### config.mk
export PLATFORM = sky130hd
export DESIGN_NAME = fta_flash_timing
export DESIGN_NICKNAME = d
export VERILOG_FILES = /design/src/core/fta_pkg.sv /design/src/core/fta_prescale.sv /design/src/core/fta_phase_timer.sv /design/src/core/fta_flash_timing.sv
export SDC_FILE = /design/constraint.sdc
export NUM_CORES = 1
export LEC_CHECK = 0
export BUFFER_PORTS_ARGS = -buffer_cell sky130_fd_sc_hd__buf_2
export CORE_MARGIN = 5
export CORE_UTILIZATION = 40
export DETAILED_ROUTE_END_ITERATION = 7
export SLEW_MARGIN = 10
export SYNTH_ARGS = -nofsm -noshare
export SYNTH_HDL_FRONTEND = slang
export SYNTH_HIERARCHICAL = 1
export SYNTH_SLANG_ARGS = --single-unit
export TNS_END_PERCENT = 30
### constraint.sdc
create_clock -name clk_sys -period 11.25 [get_ports clk_sys]
set_input_delay 2.25 -clock clk_sys [delete_from_list [all_inputs] [get_ports clk_sys]]
set_output_delay 2.25 -clock clk_sys [all_outputs]
set_load 0.02 [all_outputs]
### src/core/fta_pkg.sv
// Contract
// - start delay lasts start count plus one ticks; count resets to 18h
// - transition interval lasts transition count plus one ticks; resets to 30h
// - program pulse lasts eight times program count plus one ticks; resets 16h
// - page erase pulse lasts 4096 times count plus one ticks; resets 04h
// - block erase pulse lasts 4096 times count plus one ticks; resets EAh
// - end delay lasts end count plus one ticks; resets to 18h
// - block erase end delay lasts eight times count plus one; resets 3Ch
// - recovery delay lasts recovery count plus one ticks; resets to 04h
// - timing registers take reset values at reset only when flash is idle
// - function word copy captured at reset, read only
// - function word bit 0 low forces usb transceiver low power
// - protection word copy captured at reset, read only, holds boot field
// - code start displacement is word wide, read only, loaded at reset
// - displacement bits 8:0 and 15:13 always read zero
// - displacement bits 12:9 load inverted boot region select at reset
// - alternate copies of auto-read registers return primary values
// - eight timing registers are byte wide and read/write
// - tick is system clock divided by prescale divisor plus one
// - busy flag high during program or erase, rises when request accepted
package fta_pkg;
    localparam int TIM_N = 8;
    localparam int TIM_W = 8;
    localparam int WORD_W = 16;
    localparam int ADDR_W = 4;
    localparam int LEN_W = 21;
    localparam int DIV_W = 5;
    // timing register index = register address
    localparam logic [2:0] IDX_START = 3'h0;
    localparam logic [2:0] IDX_TRAN = 3'h1;
    localparam logic [2:0] IDX_PROG = 3'h2;
    localparam logic [2:0] IDX_PERASE = 3'h3;
    localparam logic [2:0] IDX_MERASE = 3'h4;
    localparam logic [2:0] IDX_END = 3'h5;
    localparam logic [2:0] IDX_MEND = 3'h6;
    localparam logic [2:0] IDX_RCV = 3'h7;
    localparam logic [TIM_N-1:0][TIM_W-1:0] TIM_RST =
        {8'h04, 8'h3c, 8'h18, 8'hea, 8'h04, 8'h16, 8'h30, 8'h18};
    localparam logic [ADDR_W-1:0] ADDR_AR0 = 4'h8;
    localparam logic [ADDR_W-1:0] ADDR_AR1 = 4'h9;
    localparam logic [ADDR_W-1:0] ADDR_AR2 = 4'ha;
    localparam logic [ADDR_W-1:0] ADDR_AR0_ALT = 4'hc;
    localparam logic [ADDR_W-1:0] ADDR_AR1_ALT = 4'hd;
    localparam logic [ADDR_W-1:0] ADDR_AR2_ALT = 4'he;
    localparam int SHIFT_ONE = 0;
    localparam int SHIFT_X8 = 3;
    localparam int SHIFT_X4096 = 12;
    localparam int USB_EN_BIT = 0;
    localparam int BOOT_LSB = 0;
    localparam int BOOT_W = 4;
    localparam int CODE_AREA_START_ADDR_LSB = 9;

    typedef enum logic [1:0] {
        FTA_OP_PROG = 2'h0,
        FTA_OP_PAGE = 2'h1,
        FTA_OP_BLOCK = 2'h2
    } fta_op_t;

    typedef enum logic [5:0] {
        FTA_S_IDLE = 6'b000001,
        FTA_S_START = 6'b000010,
        FTA_S_TRAN = 6'b000100,
        FTA_S_PULSE = 6'b001000,
        FTA_S_END = 6'b010000,
        FTA_S_RCV = 6'b100000
    } fta_state_t;

    // phase length in ticks: (count + 1) << shift
    function automatic logic [LEN_W-1:0] phase_len(input logic [TIM_W-1:0] cnt,
                                                  input int shift);
        logic [LEN_W-1:0] base;
        base = LEN_W'(cnt) + LEN_W'(1);
        phase_len = base << shift;
    endfunction : phase_len
endpackage : fta_pkg

### src/core/fta_prescale.sv
`timescale 1ns/1ps
module fta_prescale #(
    parameter int DIV_W = 5
) (
    input wire logic clk_sys, // system clock
    input wire logic reset_n, // sync reset
    input wire logic run, // count while high
    input wire logic [DIV_W-1:0] divisor, // divide by divisor + 1
    output logic tick // one-cycle prescaler output
);
    import fta_pkg::*;

    typedef struct packed {
        logic [DIV_W-1:0] cnt;
    } fta_ps_st_t;

    fta_ps_st_t st_r;
    fta_ps_st_t st_nxt;

    assign tick = run && (st_r.cnt == divisor);

    always_comb
    begin
        st_nxt = st_r;
        if (!run || tick)
        begin
            st_nxt.cnt = '0;
        end
        else
        begin
            st_nxt.cnt = st_r.cnt + DIV_W'(1);
        end
        if (!reset_n)
        begin
            st_nxt.cnt = '0;
        end
    end

    always_ff @(posedge clk_sys)
    begin
        st_r <= st_nxt;
    end
endmodule : fta_prescale

### src/core/fta_phase_timer.sv
`timescale 1ns/1ps
module fta_phase_timer #(
    parameter int LEN_W = 21
) (
    input wire logic clk_sys, // system clock
    input wire logic reset_n, // sync reset
    input wire logic load, // start a phase
    input wire logic [LEN_W-1:0] len, // phase length in ticks, >= 1
    input wire logic tick, // prescaler output
    output logic done // last tick of phase
);
    import fta_pkg::*;

    typedef struct packed {
        logic armed;
        logic [LEN_W-1:0] cnt;
    } fta_tm_st_t;

    fta_tm_st_t st_r;
    fta_tm_st_t st_nxt;

    assign done = st_r.armed && tick && (st_r.cnt == '0);

    always_comb
    begin
        st_nxt = st_r;
        if (load)
        begin
            st_nxt.armed = 1'b1;
            st_nxt.cnt = len - LEN_W'(1);
        end
        else if (done)
        begin
            st_nxt.armed = 1'b0;
        end
        else if (st_r.armed && tick)
        begin
            st_nxt.cnt = st_r.cnt - LEN_W'(1);
        end
        if (!reset_n)
        begin
            st_nxt = '0;
        end
    end

    always_ff @(posedge clk_sys)
    begin
        st_r <= st_nxt;
    end
endmodule : fta_phase_timer

### src/core/fta_flash_timing.sv
`timescale 1ns/1ps
module fta_flash_timing (
    input wire logic clk_sys, // system clock, 50 MHz
    input wire logic reset_n, // device reset, sync, active low
    input wire logic reg_wr, // cpu write strobe
    input wire logic reg_rd, // cpu read strobe
    input wire logic [fta_pkg::ADDR_W-1:0] reg_addr, // register address
    input wire logic [fta_pkg::WORD_W-1:0] reg_wdata, // write data
    output logic [fta_pkg::WORD_W-1:0] reg_rdata, // read data, registered
    output logic reg_rvalid, // read data valid pulse
    input wire logic [fta_pkg::DIV_W-1:0] prescale_divisor, // prescaler field
    input wire logic [fta_pkg::WORD_W-1:0] info_function_word, // info block 0
    input wire logic [fta_pkg::WORD_W-1:0] info_protection_word, // info block 1
    input wire logic op_req, // start program or erase
    input wire fta_pkg::fta_op_t op_kind, // kind of operation
    input wire logic usb_ctrl_low_power, // usb controller wants low power
    output logic flash_busy_flag, // operation in progress
    output logic phase_start, // start delay running
    output logic phase_tran, // transition running
    output logic prog_pulse, // programming pulse
    output logic page_erase_pulse, // page erase pulse
    output logic block_erase_pulse, // block erase pulse
    output logic phase_end, // end delay running
    output logic phase_rcv, // recovery running
    output logic usb_xcvr_low_power // usb transceiver low power
);
    import fta_pkg::*;

    // ============================================================
    // state
    // ============================================================
    typedef struct packed {
        fta_state_t state;
        fta_op_t kind;
        logic [TIM_N-1:0][TIM_W-1:0] tim;
        logic [WORD_W-1:0] func_word;
        logic [WORD_W-1:0] prot_word;
        logic [WORD_W-1:0] disp;
        logic [WORD_W-1:0] rdata;
        logic rvalid;
    } fta_st_t;

    fta_st_t st_r;
    fta_st_t st_nxt;

    logic tick;
    logic done;
    logic tmr_load;
    logic [LEN_W-1:0] tmr_len;

    // ============================================================
    // read decode
    // ============================================================
    function automatic logic [WORD_W-1:0] read_mux(input fta_st_t s,
                                                   input logic [ADDR_W-1:0] a);
        read_mux = '0;
        if (a < ADDR_W'(TIM_N))
        begin
            read_mux = WORD_W'(s.tim[a[2:0]]);
        end
        else if (a == ADDR_AR0 || a == ADDR_AR0_ALT)
        begin
            read_mux = s.func_word;
        end
        else if (a == ADDR_AR1 || a == ADDR_AR1_ALT)
        begin
            read_mux = s.prot_word;
        end
        else if (a == ADDR_AR2 || a == ADDR_AR2_ALT)
        begin
            read_mux = s.disp;
        end
    endfunction : read_mux

    // displacement from protection word
    function automatic logic [WORD_W-1:0] code_disp(input logic [WORD_W-1:0] pw);
        code_disp = '0;
        code_disp[CODE_AREA_START_ADDR_LSB +: BOOT_W] = ~pw[BOOT_LSB +: BOOT_W];
    endfunction : code_disp

    // ============================================================
    // sub blocks
    // ============================================================
    fta_prescale #(
        .DIV_W(DIV_W)
    ) u_prescale (
        .clk_sys(clk_sys),
        .reset_n(reset_n),
        .run(st_r.state != FTA_S_IDLE),
        .divisor(prescale_divisor),
        .tick(tick)
    );

    fta_phase_timer #(
        .LEN_W(LEN_W)
    ) u_timer (
        .clk_sys(clk_sys),
        .reset_n(reset_n),
        .load(tmr_load),
        .len(tmr_len),
        .tick(tick),
        .done(done)
    );

    // ============================================================
    // sequencer and registers
    // ============================================================
    always_comb
    begin
        st_nxt = st_r;
        tmr_load = 1'b0;
        tmr_len = phase_len(st_r.tim[IDX_START], SHIFT_ONE);
        st_nxt.rvalid = reg_rd;
        if (reg_rd)
        begin
            st_nxt.rdata = read_mux(st_r, reg_addr);
        end
        if (reg_wr && reg_addr < ADDR_W'(TIM_N))
        begin
            st_nxt.tim[reg_addr[2:0]] = reg_wdata[TIM_W-1:0];
        end
        unique case (st_r.state)
            FTA_S_IDLE:
            begin
                if (op_req)
                begin
                    st_nxt.state = FTA_S_START;
                    st_nxt.kind = op_kind;
                    tmr_load = 1'b1;
                    tmr_len = phase_len(st_r.tim[IDX_START], SHIFT_ONE);
                end
            end
            FTA_S_START:
            begin
                if (done)
                begin
                    st_nxt.state = FTA_S_TRAN;
                    tmr_load = 1'b1;
                    tmr_len = phase_len(st_r.tim[IDX_TRAN], SHIFT_ONE);
                end
            end
            FTA_S_TRAN:
            begin
                if (done)
                begin
                    st_nxt.state = FTA_S_PULSE;
                    tmr_load = 1'b1;
                    unique case (st_r.kind)
                        FTA_OP_PROG:
                            tmr_len = phase_len(st_r.tim[IDX_PROG], SHIFT_X8);
                        FTA_OP_PAGE:
                            tmr_len = phase_len(st_r.tim[IDX_PERASE], SHIFT_X4096);
                        FTA_OP_BLOCK:
                            tmr_len = phase_len(st_r.tim[IDX_MERASE], SHIFT_X4096);
                        default:
                            tmr_len = phase_len(st_r.tim[IDX_PROG], SHIFT_X8);
                    endcase
                end
            end
            FTA_S_PULSE:
            begin
                if (done)
                begin
                    st_nxt.state = FTA_S_END;
                    tmr_load = 1'b1;
                    if (st_r.kind == FTA_OP_BLOCK)
                    begin
                        tmr_len = phase_len(st_r.tim[IDX_MEND], SHIFT_X8);
                    end
                    else
                    begin
                        tmr_len = phase_len(st_r.tim[IDX_END], SHIFT_ONE);
                    end
                end
            end
            FTA_S_END:
            begin
                if (done)
                begin
                    st_nxt.state = FTA_S_RCV;
                    tmr_load = 1'b1;
                    tmr_len = phase_len(st_r.tim[IDX_RCV], SHIFT_ONE);
                end
            end
            FTA_S_RCV:
            begin
                if (done)
                begin
                    st_nxt.state = FTA_S_IDLE;
                end
            end
            default:
            begin
                st_nxt.state = FTA_S_IDLE;
            end
        endcase
        if (!reset_n)
        begin
            st_nxt.state = FTA_S_IDLE;
            st_nxt.kind = FTA_OP_PROG;
            st_nxt.rdata = '0;
            st_nxt.rvalid = 1'b0;
            tmr_load = 1'b0;
            if (st_r.state == FTA_S_IDLE)
            begin
                st_nxt.tim = TIM_RST;
            end
            else
            begin
                st_nxt.tim = st_r.tim;
            end
            st_nxt.func_word = info_function_word;
            st_nxt.prot_word = info_protection_word;
            st_nxt.disp = code_disp(info_protection_word);
        end
    end

    always_ff @(posedge clk_sys)
    begin
        st_r <= st_nxt;
    end

    // ============================================================
    // outputs
    // ============================================================
    assign reg_rdata = st_r.rdata;
    assign reg_rvalid = st_r.rvalid;
    assign flash_busy_flag = (st_r.state != FTA_S_IDLE);
    assign phase_start = (st_r.state == FTA_S_START);
    assign phase_tran = (st_r.state == FTA_S_TRAN);
    assign prog_pulse = (st_r.state == FTA_S_PULSE) && (st_r.kind == FTA_OP_PROG);
    assign page_erase_pulse = (st_r.state == FTA_S_PULSE) && (st_r.kind == FTA_OP_PAGE);
    assign block_erase_pulse = (st_r.state == FTA_S_PULSE) && (st_r.kind == FTA_OP_BLOCK);
    assign phase_end = (st_r.state == FTA_S_END);
    assign phase_rcv = (st_r.state == FTA_S_RCV);
    assign usb_xcvr_low_power = !st_r.func_word[USB_EN_BIT] || usb_ctrl_low_power;

    // ============================================================
    // checks
    // ============================================================
    logic [LEN_W-1:0] ph_ticks_r;

    always_ff @(posedge clk_sys)
    begin
        if (!reset_n || tmr_load)
        begin
            ph_ticks_r <= '0;
        end
        else if (tick)
        begin
            ph_ticks_r <= ph_ticks_r + LEN_W'(1);
        end
    end
endmodule : fta_flash_timing

==> summary.md <==
| Metric | Value |
|---|---|
| Status | `finished clean` |
| Synth Area in XOR/XNOR | `6.76%` |
| Hold_sp | `reg_rdata[7]` |
| Post-CTS Hold Buffers | `0` |
| Diodes inserted | `0` |
| CP Class | `input port to flip-flop` |
| H-tree depth | `4` |
| Worst hold endpoint | `reg_rdata[7]` |
| Final Max Tran Viols | `0` |
| Setup_tns | `0 ns` |
| Postcts setup bufs | `0` |
| Average cell area after synthesis | `9.06 um^2` |
| Starting DRT DRC Count | `687` |
| Initial antenna violation count | `0` |
| First-pass DRT Iterations | `5` |
| R2R cell count | `15` |
| Slowest CP cell | `or4b_1` |
| Critical Path, Cell by Cell | `buf_2 -> xnor2_1 -> nand4_2 -> nor3b_1 -> nand2_1 -> nor3_1 -> buf_4 -> o211ai_2 -> a21oi_4 -> buf_4 -> or4b_1 -> o32ai_1 -> o211ai_1 -> nor4_1 -> xnor2_1 -> a211oi_1` |
| Area fraction in and, or, nand and nor cells after synthesis | `21.6%` |
| Share of post-route cells with drive strength above 1 | `14.8%` |
| Ranking of synthesized cells by area | `edfxtp_1, dfxtp_1, nand2_1, mux2i_1, a21oi_1` |
| Worst Hold Class | `flip-flop to flip-flop` |
| Fillers | `2329` |
| Commonest register cell after synthesis | `edfxtp_1` |
| Layout Nets | `1160` |
| Synth Area in Compound Gates | `15.2%` |
| FF-to-FF setup slack | `6.16 ns` |
| Worst Skew | `0.0131 ns` |
| Ys Warns | `6` |
| Routability congestion estimate | `0.905` |
| Crit share post-route | `56.1%` |
| Vias in the first global route | `7579` |
| Yosys cell types | `84` |
| CP bufs+invs | `3` |
| CTS tree | `yes` |
| CTS resizes | `0` |
| Post-Syn Area | `0.00957 mm^2` |
| Total Wirelength | `26.7 mm` |
| Post-synth ARST share | `0%` |
| Routed Antenna Nets | `0` |
| Max incr delay on CP | `0.55 ns` |
| Multiplexer area fraction after synthesis | `7.13%` |
| Final WS setup | `4.94 ns` |
| Synth area leader | `edfxtp_1` |
| Area grow syn2layout | `11.3%` |
| Worst setup EP type | `flip-flop` |
| IO Count | `91` |
| Row count | `56` |
| Die area | `0.0271 mm^2` |
| Critical Path AT | `6.65 ns` |
| Worst flop-to-flop path startpoint | `st_r[132]` |
| Synthesis-stage register bit count | `152` |
| Post-Syn Nets | `1133` |
| GRT Total Usage | `20.0%` |
| Post-synth EDFFs | `100` |
| Clk slew on worst S/H paths | `0.07 ns` |
| Clk_lat worst skew | `0.43 ns` |
| Wire per inst | `18.8 um` |
| PortBufs | `82` |
| Setup crit start | `prescale_divisor[2]` |
| R2r endpoint | `u_timer/st_r[17]` |
| RSZ-0062 raised after global routing | `no` |
| GR Overflow Total | `0` |
| Cts bufs inserted | `17` |
| Top Family by Delay on Critical Path | `simple AND/OR/NAND/NOR gates` |
| Slew margin rel. | `26.9%` |
| Post-Synthesis Cells | `1056` |
| Via count | `8022` |
| Area share of fa/ha/maj cells after synthesis | `1.57%` |
| Tmin final | `6.31 ns` |
| Dpl hpwl | `18.7 mm` |
| Critical path launch point type | `input port` |
| Die width | `165 um` |
| Hold Crit Depth | `2` |
| Global-route wire length before repair | `42.3 mm` |
| Largest family of logic cells by synthesized area | `simple AND/OR/NAND/NOR gates` |
| Power density cells | `151 mW/mm^2` |
| Hold Vio Cnt, Final | `0` |
| Final setup vio count | `0` |
| Largest net degree at the start of global routing | `60` |
| CP max FO | `43` |
| Vias/cell | `5.67` |
| LEAKAGE | `3.97 nW` |
| Fmax | `158 MHz` |
| Worst vdd ir | `0.0848 mV` |
| Count leader, synth | `nand2_1` |
| Critical Path RT | `11.59 ns` |
| Slew @ Worst Pin | `1.09 ns` |
| Placement Setup Slack | `4.51 ns` |
| Clock root cell | `clkbuf_16` |
| Max_cap viols | `0` |
| DIE HEIGHT | `165 um` |
| Total clock sinks | `152` |
| Drt drc | `0` |
| Post-synth top area share | `31.4%` |
| Sequential share of the synthesized area | `42.3%` |
| Longest Clk Path Bufs | `2` |
| Starting Density | `40.7%` |
| Core ar. | `0.0235 mm^2` |
| Commonest cells in the netlist | `nand2_1, edfxtp_1, nor2_1, a21oi_1, nand3_1` |
## report_power, final
| part | internal [mW] | switching, mW |
|---|---|---|
| logic | 0.117 | 0.188 |
| registers | 0.655 | 0.0594 |
| clock network | 0.305 | 0.286 |
| total | 1.08 | 0.534 |
## worst max path at each step
stage | endpoint | slack (ns) | depth (start not counted)
after global placement | u_timer/st_r[17] | 4.55 | 16
after floorplan | st_r[100] | 3.75 | 2
final | u_timer/st_r[17] | 4.94 | 16
after global routing | u_timer/st_r[17] | 4.50 | 16
after CTS | u_timer/st_r[17] | 4.95 | 16
after detailed placement | u_timer/st_r[20] | 4.51 | 17
## cells by family (layout without fill, tap and decap cells)
group,count (synthesis),in the layout
and+or+nand+nor,433,433
AOI/OAI and AO/OA,215,215
DFF,152,152
buffers and inverters,105,145
xor gates and xnor gates,73,73
muxes,66,66
adders and majority gates,12,12
## sequential cells by signal, indices dropped and copies added, names as in the netlist
name / cells
reg_rdata: 16
reg_rvalid: 1
st_r: 108
u_prescale/st_r: 5
u_timer/st_r: 22
## per-layer routing
| layer | GRT usage [%] | routed length, um |
|---|---|---|
| met1 | 28.8 | 12200 |
| met2 | 30.1 | 11800 |
| met3 | 3.37 | 1950 |
| met4 | 7.52 | 733 |
| met5 | 0 | 0 |
## cell usage in the layout (no fill, tap or decap), types with 8 or more instances in the layout
| cell | netlist | layout |
|---|---|---|
| nor4_1 | 13 | 13 |
| clkbuf_16 | 0 | 17 |
| o21ai_0 | 37 | 36 |
| inv_1 | 19 | 19 |
| dfxtp_1 | 52 | 52 |
| and3_1 | 11 | 11 |
| ha_1 | 12 | 12 |
| or3_1 | 10 | 10 |
| buf_2 | 29 | 82 |
| nor2_1 | 86 | 86 |
| a211oi_1 | 12 | 12 |
| xor2_1 | 33 | 33 |
| nor2b_1 | 14 | 14 |
| buf_4 | 18 | 9 |
| nand2_1 | 162 | 162 |
| edfxtp_1 | 100 | 100 |
| a21oi_1 | 73 | 72 |
| xnor2_1 | 39 | 39 |
| nor3_1 | 27 | 27 |
| mux2i_1 | 52 | 52 |
| nand3_1 | 59 | 59 |
| mux2_2 | 13 | 13 |
| a22oi_1 | 8 | 8 |
## stage by stage
step / area, um^2 / power [mW] / std cells / utilization [%] / hold slack, ns
6_report: 10700 / 1.61 / 1415 / 45.3 / 0.449
3_3_place_gp: 10000 / 1.02 / 1383 / 42.6 / 0.448
3_5_place_dp: 10000 / 1.03 / 1383 / 42.6 / 0.441
5_1_grt: 10700 / 1.69 / 1415 / 45.3 / 0.485
4_1_cts: 10700 / 1.62 / 1415 / 45.3 / 0.455
2_1_floorplan: 9570 / 0.940 / 1056 / - / 0.417
## cell type report
cell class | instances | area (um^2) | area share, %
inverters | 22 | 83.8 | 0.787
repair buffers | 91 | 478 | 4.49
well taps | 319 | 399 | 3.75
clock inverters | 15 | 195 | 1.83
flip-flops and latches | 152 | 4040 | 38.0
multi-input cells | 799 | 5030 | 47.2
clock buffers | 17 | 425 | 3.99
## worst register-to-register path: stages, from the launching register on
cell and delay (ns):
dfxtp_1 0.60, nor2b_1 0.14, nand3_1 0.29, nor3b_1 0.39
nand2_1 0.13, nor3_1 0.21, buf_4 0.22, o211ai_2 0.25
a21oi_4 0.18, buf_4 0.42, or4b_1 0.56, o32ai_1 0.28
o211ai_1 0.53, nor4_1 0.48, xnor2_1 0.11, a211oi_1 0.22
No activity file was read; power rests on OpenSTA's default activity.
